==> src/clock_router_defines.vh <==
`ifndef CLOCK_ROUTER_DEFINES_VH
`define CLOCK_ROUTER_DEFINES_VH

// ----------------------------------------------------------------
// timing
// ----------------------------------------------------------------
`define CLK_HZ        10000000
`define TOL_PCT       3
`define PEAK_HOLD_MS  90
`define HOLD_W        20
`define WC_TIMEOUT    9'd300
`define LOCK_GOOD     2'd2

// ----------------------------------------------------------------
// rate codes and frequencies
// ----------------------------------------------------------------
`define RATE_44K1     3'd0
`define RATE_48K      3'd1
`define RATE_88K2     3'd2
`define RATE_96K      3'd3
`define RATE_176K4    3'd4
`define RATE_192K     3'd5
`define RATE_EXT      3'd6
`define HZ_44K1       44100
`define HZ_48K        48000
`define HZ_88K2       88200
`define HZ_96K        96000
`define HZ_176K4      176400
`define HZ_192K       192000

// ----------------------------------------------------------------
// meter thresholds, magnitude of 24-bit full scale
// ----------------------------------------------------------------
`define LVL_M37_DB    24'd118490
`define LVL_M6_DB     24'd4204263
`define LVL_M1_DB     24'd7476354

// ----------------------------------------------------------------
// register map
// ----------------------------------------------------------------
`define REG_CTRL      3'd0
`define REG_STATUS    3'd1
`define REG_IRQ_STAT  3'd2
`define REG_IRQ_MASK  3'd3
`define REG_PERIOD    3'd4
`define CTRL_RES_BIT  0
`define CTRL_RATE_LSB 1
`define CTRL_RESET    8'h03
`define IRQ_LOCK_UP   0
`define IRQ_LOCK_DOWN 1
`define IRQ_CLIP      2

`endif

==> src/converter_clock_router.v <==
// Added by the designer: the address map and the Wishbone slave port.
`timescale 1ns/1ps
`include "clock_router_defines.vh"

module converter_clock_router #(
  parameter integer HOLD_CYCLES = `PEAK_HOLD_MS * (`CLK_HZ / 1000)
) (
  input  wire         clk_i,
  input  wire         rst_i,
  input  wire         cyc_i,
  input  wire         stb_i,
  input  wire         we_i,
  input  wire [7:0]   adr_i,
  input  wire [3:0]   sel_i,
  input  wire [31:0]  dat_i,
  output wire [31:0]  dat_o,
  output wire         ack_o,
  output wire         irq_o,
  input  wire         wc_i,
  input  wire [191:0] adc_data_i,
  input  wire         adc_valid_i,
  output wire         wc_o,
  output wire [2:0]   rate_o,
  output wire         frame_o,
  output wire [191:0] aes_data_o,
  output wire [191:0] opt1_data_o,
  output wire [191:0] opt2_data_o,
  output wire [7:0]   led_low_green_o,
  output wire [7:0]   led_up_yellow_o,
  output wire [7:0]   led_up_red_o,
  output wire         led_lock_green_o,
  output wire         led_lock_red_o
);

  // ----------------------------------------------------------------
  // rate helpers
  // ----------------------------------------------------------------
  function integer rate_hz;
    input [2:0] code;
    begin
      case (code)
        `RATE_44K1:  rate_hz = `HZ_44K1;
        `RATE_88K2:  rate_hz = `HZ_88K2;
        `RATE_96K:   rate_hz = `HZ_96K;
        `RATE_176K4: rate_hz = `HZ_176K4;
        `RATE_192K:  rate_hz = `HZ_192K;
        default:     rate_hz = `HZ_48K;
      endcase
    end
  endfunction

  // period window in clk cycles for +-tolerance on frequency
  function [3:0] match_rate;
    input [8:0] p;
    integer k;
    integer r;
    integer lo;
    integer hi;
    begin
      match_rate = 4'h0;
      for (k = 0; k < 6; k = k + 1)
      begin
        r  = rate_hz(k[2:0]);
        lo = (`CLK_HZ * 100 + r * (100 + `TOL_PCT) - 1) / (r * (100 + `TOL_PCT));
        hi = (`CLK_HZ * 100) / (r * (100 - `TOL_PCT));
        if (p >= lo && p <= hi)
          match_rate = {1'b1, k[2:0]};
      end
    end
  endfunction

  // ----------------------------------------------------------------
  // registers
  // ----------------------------------------------------------------
  reg  [7:0]   ctrl_reg;
  reg  [2:0]   irq_stat_reg;
  reg  [2:0]   irq_mask_reg;
  reg          ack_reg;
  reg  [31:0]  dat_reg;
  reg          irq_reg;
  reg          wc_s1_reg;
  reg          wc_s2_reg;
  reg          wc_s3_reg;
  reg  [8:0]   cnt_reg;
  reg  [8:0]   period_reg;
  reg  [2:0]   det_rate_reg;
  reg  [1:0]   good_reg;
  reg          ext_lock_reg;
  reg  [23:0]  acc_reg;
  reg          nco_reg;
  reg          wc_out_reg;
  reg          wc_prev_reg;
  reg          frame_reg;
  reg  [31:0]  lfsr_reg;
  reg  [191:0] adc_reg;
  reg  [191:0] aes_reg;
  reg  [191:0] opt1_reg;
  reg  [191:0] opt2_reg;
  reg          lock_g_reg;
  reg          lock_r_reg;
  reg  [2:0]   rate_reg;
  wire [7:0]   low_led;
  wire [7:0]   yel_led;
  wire [7:0]   red_led;

  wire [2:0]   sel_rate = ctrl_reg[`CTRL_RATE_LSB +: 3];
  wire         ext_mode = (sel_rate > `RATE_192K);
  wire         locked   = !ext_mode || ext_lock_reg;
  wire         muted    = !locked;
  wire [2:0]   eff_rate = !ext_mode ? sel_rate :
                          (ext_lock_reg ? det_rate_reg : `RATE_48K);

  // ----------------------------------------------------------------
  // wishbone slave
  // ----------------------------------------------------------------
  wire         req      = cyc_i && stb_i && !ack_reg;
  wire         wr       = req && we_i && sel_i[0];
  wire         rd_stat  = req && !we_i && (adr_i[4:2] == `REG_IRQ_STAT);
  wire [2:0]   ev;
  reg  [31:0]  rd_mux;

  always @*
  begin
    case (adr_i[4:2])
      `REG_CTRL:     rd_mux = {24'h000000, ctrl_reg};
      `REG_STATUS:   rd_mux = {26'h0, muted, eff_rate, ext_mode, locked};
      `REG_IRQ_STAT: rd_mux = {29'h0, irq_stat_reg};
      `REG_IRQ_MASK: rd_mux = {29'h0, irq_mask_reg};
      `REG_PERIOD:   rd_mux = {23'h0, period_reg};
      default:       rd_mux = 32'h00000000;
    endcase
  end

  wire [2:0] stat_next = (rd_stat ? 3'h0 : irq_stat_reg) | ev; // set beats read clear

  always @(posedge clk_i)
  begin
    if (rst_i)
    begin
      ctrl_reg     <= `CTRL_RESET;
      irq_stat_reg <= 3'h0;
      irq_mask_reg <= 3'h0;
      ack_reg      <= 1'b0;
      dat_reg      <= 32'h00000000;
      irq_reg      <= 1'b0;
    end
    else
    begin
      ack_reg      <= req;
      dat_reg      <= req && !we_i ? rd_mux : 32'h00000000;
      irq_stat_reg <= stat_next;
      irq_reg      <= |(stat_next & irq_mask_reg);
      if (wr && adr_i[4:2] == `REG_CTRL)
        ctrl_reg <= dat_i[7:0];
      if (wr && adr_i[4:2] == `REG_IRQ_MASK)
        irq_mask_reg <= dat_i[2:0];
    end
  end

  // ----------------------------------------------------------------
  // word clock input: sync, period measure, lock
  // ----------------------------------------------------------------
  // resolution is one clk period, so the tolerance edges blur by one count
  wire       wc_rise = wc_s2_reg && !wc_s3_reg;
  wire [3:0] m       = match_rate(cnt_reg);

  always @(posedge clk_i)
  begin
    if (rst_i)
    begin
      wc_s1_reg    <= 1'b0;
      wc_s2_reg    <= 1'b0;
      wc_s3_reg    <= 1'b0;
      cnt_reg      <= 9'd0;
      period_reg   <= 9'd0;
      det_rate_reg <= `RATE_48K;
      good_reg     <= 2'd0;
      ext_lock_reg <= 1'b0;
    end
    else
    begin
      wc_s1_reg <= wc_i;
      wc_s2_reg <= wc_s1_reg;
      wc_s3_reg <= wc_s2_reg;
      if (wc_rise)
      begin
        cnt_reg    <= 9'd1;
        period_reg <= cnt_reg;
        if (m[3] && m[2:0] == det_rate_reg)
        begin
          if (good_reg == `LOCK_GOOD)
            ext_lock_reg <= 1'b1;
          else
            good_reg <= good_reg + 2'd1;
        end
        else
        begin
          det_rate_reg <= m[3] ? m[2:0] : det_rate_reg;
          good_reg     <= 2'd0;
          ext_lock_reg <= 1'b0;
        end
      end
      else if (cnt_reg >= `WC_TIMEOUT)
      begin
        good_reg     <= 2'd0;
        ext_lock_reg <= 1'b0;
      end
      else
        cnt_reg <= cnt_reg + 9'd1;
    end
  end

  // ----------------------------------------------------------------
  // word clock output and frame strobe
  // ----------------------------------------------------------------
  // fractional divider: average rate exact, edges jitter by one clk
  wire [31:0] nco_inc32 = 2 * rate_hz(eff_rate);
  wire [23:0] nco_inc  = nco_inc32[23:0];
  wire [24:0] nco_sum = {1'b0, acc_reg} + {1'b0, nco_inc};
  wire [31:0] nco_rem  = nco_sum - `CLK_HZ;
  wire        nco_wrap = (nco_sum >= `CLK_HZ);

  always @(posedge clk_i)
  begin
    if (rst_i)
    begin
      acc_reg     <= 24'h000000;
      nco_reg     <= 1'b0;
      wc_out_reg  <= 1'b0;
      wc_prev_reg <= 1'b0;
      frame_reg   <= 1'b0;
      lfsr_reg    <= 32'h0000_0001;
    end
    else
    begin
      acc_reg <= nco_wrap ? nco_rem[23:0] : nco_sum[23:0];
      if (nco_wrap)
        nco_reg <= !nco_reg;
      // mirror lags the input by the sync stages plus one
      wc_out_reg  <= (ext_mode && ext_lock_reg) ? wc_s3_reg : nco_reg;
      wc_prev_reg <= wc_out_reg;
      frame_reg   <= wc_out_reg && !wc_prev_reg;
      lfsr_reg    <= {lfsr_reg[30:0],
                      lfsr_reg[31] ^ lfsr_reg[21] ^ lfsr_reg[1] ^ lfsr_reg[0]};
    end
  end

  // ----------------------------------------------------------------
  // per channel word length and metering
  // ----------------------------------------------------------------
  wire [191:0] word_all;
  wire [7:0]   clip_new;
  wire [63:0]  lfsr_dbl = {lfsr_reg, lfsr_reg};

  genvar g;
  generate
    for (g = 0; g < 8; g = g + 1)
    begin : ch
      wire signed [23:0] s   = adc_reg[g*24 +: 24];
      wire [15:0]        rv  = lfsr_dbl[g*4 +: 16];
      wire signed [9:0]  dith = $signed({2'b00, rv[7:0]}) - $signed({2'b00, rv[15:8]});
      wire signed [25:0] sum = {{2{s[23]}}, s} + {{16{dith[9]}}, dith} + 26'sd128;
      wire [17:0]        q   = sum[25:8];
      wire               ovf = (q[17:15] != 3'b000) && (q[17:15] != 3'b111);
      wire [15:0]        q16 = ovf ? (q[17] ? 16'h8000 : 16'h7FFF) : q[15:0];
      wire [23:0]        mag = s[23] ? (~s + 24'h000001) : s;
      wire               hi1 = (mag > `LVL_M1_DB);
      wire               hi6 = (mag >= `LVL_M6_DB);
      reg  [`HOLD_W-1:0] hold_reg;
      reg  [1:0]         pk_reg;
      reg                hi1_d_reg;
      reg  [2:0]         led_bits_reg;

      assign word_all[g*24 +: 24] = ctrl_reg[`CTRL_RES_BIT] ? s : {q16, 8'h00};
      assign clip_new[g]          = hi1 && !hi1_d_reg;
      assign {red_led[g], yel_led[g], low_led[g]} = led_bits_reg;

      always @(posedge clk_i)
      begin
        if (rst_i)
        begin
          hold_reg   <= {`HOLD_W{1'b0}};
          pk_reg     <= 2'd0;
          hi1_d_reg  <= 1'b0;
          led_bits_reg <= 3'b000;
        end
        else
        begin
          hi1_d_reg  <= hi1;
          led_bits_reg[0] <= (mag >= `LVL_M37_DB) && !hi6;
          if (hi1 || (hi6 && pk_reg != 2'd2))
          begin
            pk_reg   <= hi1 ? 2'd2 : 2'd1;
            hold_reg <= HOLD_CYCLES[`HOLD_W-1:0];
          end
          else if (hold_reg != {`HOLD_W{1'b0}})
            hold_reg <= hold_reg - 1'b1;
          else
            pk_reg <= 2'd0;
          led_bits_reg[1] <= (pk_reg == 2'd1);
          led_bits_reg[2] <= (pk_reg == 2'd2);
        end
      end
    end
  endgenerate

  // lock lost covers a bad period and a dead input alike
  wire wc_hit    = m[3] && (m[2:0] == det_rate_reg);
  wire lock_up   = ext_mode && !ext_lock_reg && wc_rise && wc_hit && (good_reg == `LOCK_GOOD);
  wire lock_down = ext_mode && ext_lock_reg &&
                   (wc_rise ? !wc_hit : (cnt_reg >= `WC_TIMEOUT));
  assign ev = {|clip_new, lock_down, lock_up};

  // ----------------------------------------------------------------
  // output routing on each frame
  // ----------------------------------------------------------------
  reg [191:0] r1;
  reg [191:0] r2;
  reg [2:0]   c1;
  reg [2:0]   c2;
  integer     k;

  always @*
  begin
    r1 = 192'd0;
    r2 = 192'd0;
    c1 = 3'd0;
    c2 = 3'd0;
    for (k = 0; k < 8; k = k + 1)
    begin
      if (eff_rate < `RATE_88K2)
      begin
        c1 = k[2:0];
        c2 = k[2:0];
      end
      else if (eff_rate < `RATE_176K4)
      begin
        c1 = {1'b0, k[2:1]};
        c2 = {1'b1, k[2:1]};
      end
      else
      begin
        c1 = {2'b00, k[2]};
        c2 = {2'b01, k[2]};
      end
      r1[k*24 +: 24] = word_all[c1*24 +: 24];
      r2[k*24 +: 24] = word_all[c2*24 +: 24];
    end
  end

  always @(posedge clk_i)
  begin
    if (rst_i)
    begin
      adc_reg    <= 192'd0;
      aes_reg    <= 192'd0;
      opt1_reg   <= 192'd0;
      opt2_reg   <= 192'd0;
      lock_g_reg <= 1'b0;
      lock_r_reg <= 1'b1;
      rate_reg   <= `RATE_48K;
    end
    else
    begin
      if (adc_valid_i)
        adc_reg <= adc_data_i;
      // muting does not wait for a frame, so stale audio never lingers
      if (frame_reg || muted)
      begin
        aes_reg  <= muted ? 192'd0 : word_all;
        opt1_reg <= muted ? 192'd0 : r1;
        opt2_reg <= muted ? 192'd0 : r2;
      end
      lock_g_reg <= locked;
      lock_r_reg <= !locked;
      rate_reg   <= eff_rate;
    end
  end

  assign dat_o            = dat_reg;
  assign ack_o            = ack_reg;
  assign irq_o            = irq_reg;
  assign wc_o             = wc_out_reg;
  assign rate_o           = rate_reg;
  assign frame_o          = frame_reg;
  assign aes_data_o       = aes_reg;
  assign opt1_data_o      = opt1_reg;
  assign opt2_data_o      = opt2_reg;
  assign led_low_green_o  = low_led;
  assign led_up_yellow_o  = yel_led;
  assign led_up_red_o     = red_led;
  assign led_lock_green_o = lock_g_reg;
  assign led_lock_red_o   = lock_r_reg;

endmodule // converter_clock_router

==> config.mk <==
export PLATFORM = sky130hd
export DESIGN_NAME = converter_clock_router
export DESIGN_NICKNAME = d
export VERILOG_FILES = /design/src/converter_clock_router.v
export VERILOG_INCLUDE_DIRS = /design/src
export SDC_FILE = /design/constraint.sdc
export NUM_CORES = 2
export LEC_CHECK = 0
export ABC_AREA = 1
export BUFFER_PORTS_ARGS = -buffer_cell sky130_fd_sc_hd__clkbuf_2
export CAP_MARGIN = 25
export CORE_MARGIN = 4
export CORE_UTILIZATION = 40
export DETAILED_ROUTE_END_ITERATION = 6
export HOLD_SLACK_MARGIN = 0.06
export PLACE_DENSITY = 0.65
export SLEW_MARGIN = 20
export SYNTH_ARGS = -nofsm -noshare
export SYNTH_HDL_FRONTEND = slang
export SYNTH_SLANG_ARGS = --single-unit
==> constraint.sdc <==
create_clock -name clk_i -period 4.5 [get_ports clk_i]
set_input_delay 0.45 -clock clk_i [delete_from_list [all_inputs] [get_ports clk_i]]
set_output_delay 0.45 -clock clk_i [all_outputs]
set_load 0.01 [all_outputs]
=== After elaboration in Yosys (flattened, before gate mapping) ===
Index checks and enable logic that the tools add are counted.
Widths: inputs -> output; s select.

* Output and inout port bits: 641
* Input port bits: 243
* Latch bits: 0
* Logic and storage cells: 504
* Bits in registers: 1116
* Memory bits (writable): 0
* Memories kept: 0
* Bits in read-only memories: 0

* Equal/unequal tests: 53
* Bitwise logic cells: 15
* Reduce and logical (&&, ||, !) cells: 132
* Add/subtract/negate cells: 44
* $mul: 15
* Div/mod/pow operators: 0
* Magnitude comparators: 41
* Shift operators: 15
* Mux-type cells: 121

{| class="wikitable"
|+ Operators with widths
! kind !! number
|-
| $shiftx 192x9->24 || 15
|-
| $mux 192 || 3
|-
| $mux 24 || 17
|-
| $mux 20 || 16
|-
| $mux 16 || 16
|-
| $add 25x9->26 const B || 8
|-
| $add 24x9->25 || 8
|-
| $add 24x1->24 const B || 8
|-
| $ge 24x17->1 const B || 8
|-
| $ge 24x23->1 const B || 8
|-
| $gt 24x23->1 const B || 8
|-
| $not 24->24 || 8
|-
| $reduce_bool 20->1 || 8
|-
| $sub 20x1->20 const B || 8
|-
| $pmux 18 s5 || 1
|-
| $mul 3x2->5 const B || 15
|-
| $sub 8x8->9 || 8
|-
| $mux 2 || 31
|-
| $mux 3 || 20
|-
| $logic_and 1x1->1 || 55
|-
| $pmux 9 s5 || 1
|-
| $ne 2x2->1 const B || 17
|-
| $ne 3x3->1 const B || 9
|-
| $add 24x19->25 || 1
|-
| 37 further kinds || 139
|}

=== Depth between registers and ports, before layout ===
* Depth after elaboration: 16
* Gate-level depth with buffers: 36
* Gate-level depth less buffers: 36

=== Worst setup path before layout ===
OpenSTA, ideal clock, no wires.

* Kind: reg-to-reg
* Start: register ctrl_reg[2]
* End: register nco_reg
* Period minus slack after synthesis: 4839 ps
* Setup time: 113 ps
* Path buffers: 8
* Arrival time: 4726 ps
* Stages on the path, launching flop included: 31
* Required time: 4387 ps
* Setup slack: -339 ps
* Cell sequence: dfxtp_1 nand2_2 nor2_2 nor2_4 clkbuf_1 clkbuf_1 clkbuf_1 ha_1 clkbuf_1 clkinv_1 clkbuf_1 clkbuf_1 clkbuf_1 nand3_1 ha_1 nand2_1 o21ai_0 inv_1 nand2_1 inv_1 nand2_1 nand2_1 nand2_1 nand2_2 a21oi_1 nand2_2 nand2_4 nand3_4 buf_12 nor2_1 nor2_1

* Word-level cells in the longest chain between the ends: 6
* Elaborated cells between the ends (all ways): 10
* Classes of those cells: 1 x add/sub; 2 x order compare; 4 x eq/ne; 2 x mux; 1 x reduce/logical

{| class="wikitable"
|+ Ends and longest elaborated chain
! element !! RTL line !! text
|-
| start: declaration || converter_clock_router.v:75 || <nowiki>reg [7:0] ctrl_reg;</nowiki>
|-
| start signal: assignment || converter_clock_router.v:140 || <nowiki>ctrl_reg <= `CTRL_RESET;</nowiki>
|-
| start signal: assignment || converter_clock_router.v:154 || <nowiki>ctrl_reg <= dat_i[7:0];</nowiki>
|-
| $gt 3x3->1 (no line) || - ||
|-
| $mux 3 (*) || converter_clock_router.v:110 || <nowiki>wire [2:0] eff_rate = !ext_mode ? sel_rate :</nowiki>
|-
| $eq 3x3->1, or another cell as far along || converter_clock_router.v:41 || <nowiki>case (code)</nowiki>
|-
| $pmux 18 s5 (*) || converter_clock_router.v:41 ||
|-
| $add 24x19->25 (*) || converter_clock_router.v:219 || <nowiki>wire [24:0] nco_sum = {1'b0, acc_reg} + {1'b0, nco_inc};</nowiki>
|-
| $ge 25x24->1 (no line) (*) || - ||
|-
| end signal: assignment || converter_clock_router.v:238 || <nowiki>nco_reg <= !nco_reg;</nowiki>
|-
| end: declaration || converter_clock_router.v:90 || <nowiki>reg nco_reg;</nowiki>
|}

Every way passes the cells marked *; elsewhere a longest branch is shown, timed or not.
A chain may end at the register's enable or synchronous reset.

=== Final worst setup path ===
* Start: register lfsr_reg[16]
* End: register opt2_reg[10] (netlist: opt2_data_o[10])

* Word-level cells in the longest chain between the ends: 9
* Elaborated cells between the ends (all ways): 38
* Classes of those cells: 12 x add/sub; 4 x eq/ne; 1 x shift; 13 x mux; 8 x reduce/logical

{| class="wikitable"
|+ Ends and longest elaborated chain
! element !! RTL line !! text
|-
| start: declaration || converter_clock_router.v:94 || <nowiki>reg [31:0] lfsr_reg;</nowiki>
|-
| start signal: assignment || converter_clock_router.v:243 || <nowiki>lfsr_reg <= {lfsr_reg[30:0],</nowiki>
|-
| $sub 8x8->9 || converter_clock_router.v:261 || <nowiki>wire signed [9:0] dith = $signed({2'b00, rv[7:0]}) - $signed({2'b00, rv[15:8]});</nowiki>
|-
| $add 24x9->25 || converter_clock_router.v:262 || <nowiki>wire signed [25:0] sum = {{2{s[23]}}, s} + {{16{dith[9]}}, dith} + 26'sd128;</nowiki>
|-
| $add 25x9->26 || converter_clock_router.v:262 ||
|-
| $ne 3x3->1 / $reduce_bool 3->1 (equally long branches) || converter_clock_router.v:264 || <nowiki>wire ovf = (q[17:15] != 3'b000) && (q[17:15] != 3'b111);</nowiki>
|-
| $logic_and 1x1->1 || converter_clock_router.v:264 ||
|-
| $mux 16 || converter_clock_router.v:265 || <nowiki>wire [15:0] q16 = ovf ? (q[17] ? 16'h8000 : 16'h7FFF) : q[15:0];</nowiki>
|-
| $mux 24 || converter_clock_router.v:274 || <nowiki>assign word_all[g*24 +: 24] = ctrl_reg[`CTRL_RES_BIT] ? s : {q16, 8'h00};</nowiki>
|-
| $shiftx 192x9->24 (*) || converter_clock_router.v:347 || <nowiki>r2[k*24 +: 24] = word_all[c2*24 +: 24];</nowiki>
|-
| $mux 192 (*) || converter_clock_router.v:372 || <nowiki>opt2_reg <= muted ? 192'd0 : r2;</nowiki>
|-
| end signal: assignment || converter_clock_router.v:372 ||
|-
| end: declaration || converter_clock_router.v:98 || <nowiki>reg [191:0] opt2_reg;</nowiki>
|}

Marked as above.

==> flow_summary.ini <==
[status]
status = complete, but fails checks
failed_checks = setup timing

[drt]
wire_per_inst_um = 27.0
first_iter_violations = 12900
avgViaCountPerCell = 5.75
vias = 100000
post-route-drc-count = 0
routed_wl_um = 472000
antenna_left = 0
first_pass_iters = 7

[setup_path]
crit_fanout = 7
cp_common_cell = nand2_2
crit_type = reg2reg
slowest_delay_ns = 0.36
worstPathRequired_ns = 5.16
critPathBufInv = 6
start_kind = flip-flop
crit_path_end_kind = flip-flop
critPathArrivalTime_ns = 5.61
critical-path-top-delay-family = simple AND/OR/NAND/NOR gates
crit_slowest_cell = fa_2

[layout]
final_nets = 15500
layout.cells.non_filler = 17500
drive_gt1_frac = 0.296
syn_to_final_growth_pct = 45.5
num-fill-cells = 18900

[clock_network]
cts_sinks = 1066
path_clk_slew_ns = 0.06
h-tree-depth = 4
cts_tree = built
clock_latency_ns = 0.83
cts_max_path_buffers = 3
clock-root-buffer = clkbuf_16
cts_buffers = 131

[sta]
slew_violations = 0
timing.final.ws_setup_ns = -0.445
fmaxAchievable_mhz = 202
period_share = 1.10
rsz0062_at_grt = yes
final-setup-viol-count = 325
tightest_slew_ns = 1.31
setup_tns_ns = -81.75
post-route-min-period_ns = 4.95
hold_violations = 0
finClkSkew_ns = 0.0450
slew_headroom = 0.118

[global_routing]
groute.usage.overall = 0.443
grt_pass1_wl_um = 646000
grt_overflow = 0
antenna_found_initial = 42
grt_max_degree = 167
grt_pass1_vias = 89600

[synthesis]
syn-cell-area_mm2 = 0.0774
yosys-top-cells-count = 3564 x nand2_1, 1514 x nand3_1, 1071 x inv_1, 1066 x dfxtp_1, 1062 x nor2_1
postSynthAreaPerCell_um2 = 6.20
yosysWarnings = 0
synth-seq-cells = 1066
yosysMostFrequentCell = nand2_1
synth.top_cell.area_share = 0.276
ys_seq_area_frac = 0.276
synth_top_flop_cell = dfxtp_1
yosys.area.top_type = dfxtp_1
netlist_top_cells_area = dfxtp_1 28%, nand2_1 17%, nand3_1 9.8%
synth-async-reset-ratio = 0
syn_inst = 12500
synth_edf_count = 0
synth_cell_type_count = 66

[power_and_ir_drop]
p_int_uw = 21600
combPwrFrac = 0.358
p_sw_frac = 0.371
pwr-share-clk = 0.335
p_leak_uw = 0.0528
p_sw_uw = 12700
vdd_drop_max_mv = 0.372
power.density_mw_per_mm2 = 305
sequentialPowerShare = 0.307

[floorplan]
fp.dieW_um = 448
initial_core_util = 0.402
die_h_um = 448
coreArea_mm2 = 0.192
io_pins = 884
rows = 161
die_area_mm2 = 0.200

[place]
dpl.cell_count = 16900
io_buffers = 828
gp_congestion = 1.09
dp_hpwl_um = 371000
place_ws_ns = -1.19

[run]
max_cap_violations = 0

[min_path]
min_path_type = in2reg
-- path summary, 6_finish.rpt --
check | start | to | slack (ns) | cells past startpoint
setup reg to reg | lfsr_reg[16] | opt2_data_o[10] | -0.45 | 33
hold / removal | adc_data_i[189] | adc_reg[189] | 0.09 | 3
hold reg to reg | wc_prev_reg | frame_o | 0.39 | 1
setup / recovery | lfsr_reg[16] | opt2_data_o[10] | -0.45 | 33
-- worst min-delay path, cell delays in order --
cell and delay [ns]:
clkbuf_2 0.17, o21ai_0 0.12, a21oi_1 0.11
-- metrics by stage --
stage	instance area, um2	hold WS (ns)	util	total power [uW]
2_1_floorplan	77400	0.375	-	16400
3_3_place_gp	96200	0.372	0.500	21000
3_5_place_dp	96200	0.373	0.500	21000
4_1_cts	106000	0.0643	0.551	33000
5_1_grt	113000	0.104	0.585	35600
6_report	113000	0.0923	0.585	34300
-- logic make-up after synthesis --
| logic type | synth area share |
|---|---|
| buffers and inverters | 0.0863 |
| adder cells (fa/ha/maj) | 0.0749 |
| AND/OR/NAND/NOR | 0.361 |
| flip-flops | 0.276 |
| XOR/XNOR | 0.0460 |
| other | 0.0000485 |
| AO/OA/AOI/OAI | 0.155 |
-- power groups by stage --
| stage | sequential [uW] | combinational [uW] | clock, uW |
|---|---|---|---|
| after CTS | 10500 | 11000 | 11500 |
| final | 10500 | 12300 | 11500 |
| after floorplan | 10500 | 5820 | 0 |
| after global routing | 10600 | 13200 | 11800 |
| after detailed placement | 10700 | 10300 | 0 |
| after global placement | 10700 | 10300 | 0 |
-- what timing repair did --
| item | 4_1_cts | 5_1_grt |
|---|---|---|
| pin swaps | 131 | 397 |
| hold buffers | 176 | 0 |
| endpoints found under the setup margin | 367 | 385 |
| endpoints found under the hold margin | 173 | 0 |
| resized for setup | 708 | 1231 |
| gates cloned | 3 | 12 |
| buffers inserted | 35 | 82 |
-- placed cells by master, fill, tap and decap left out, types with 30 or more instances in the layout --
master and count:
nand2_1 3122, nor3_1 142, o21ai_0 598, clkbuf_2 827, inv_2 53, o211ai_1 122, o21ai_1 86, dlygate4sd3_1 176
nand2_4 104, o21bai_1 31, or2_2 30, nand3_1 1290, a21oi_2 180, nor2_2 76, xnor2_1 119, nand4_1 142
ha_1 197, o21ai_2 59, buf_4 1617, buf_12 97, dfxtp_1 1047, nand3_2 206, buf_6 92, nor2_1 966
inv_1 1012, xor2_1 261, nor2_4 32, nand2_2 367, clkbuf_16 147, nor4_1 52, ha_4 247, a21oi_1 856
-- layer usage --
| metal | GRT usage | vias to the layer above | part of all wire |
|---|---|---|---|
| li1 | - | 46100 | - |
| met1 | 0.587 | 47200 | 0.40 |
| met2 | 0.612 | 5853 | 0.39 |
| met3 | 0.123 | 1298 | 0.12 |
| met4 | 0.318 | 28 | 0.090 |
| met5 | 0.00659 | - | 0.00077 |
-- layout make-up --
class	count	area, um2	share of cell area
multi-input combinational	9715	57800	0.513
clock buffer	180	3800	0.0338
clock inverter	54	752	0.00668
timing repair buffer	2833	21500	0.191
inverter	1083	4120	0.0366
sequential	1066	21400	0.190
antenna	19	47.5	0.000422
tap	2526	3160	0.0281
No activity file was read; power rests on OpenSTA's default activity.
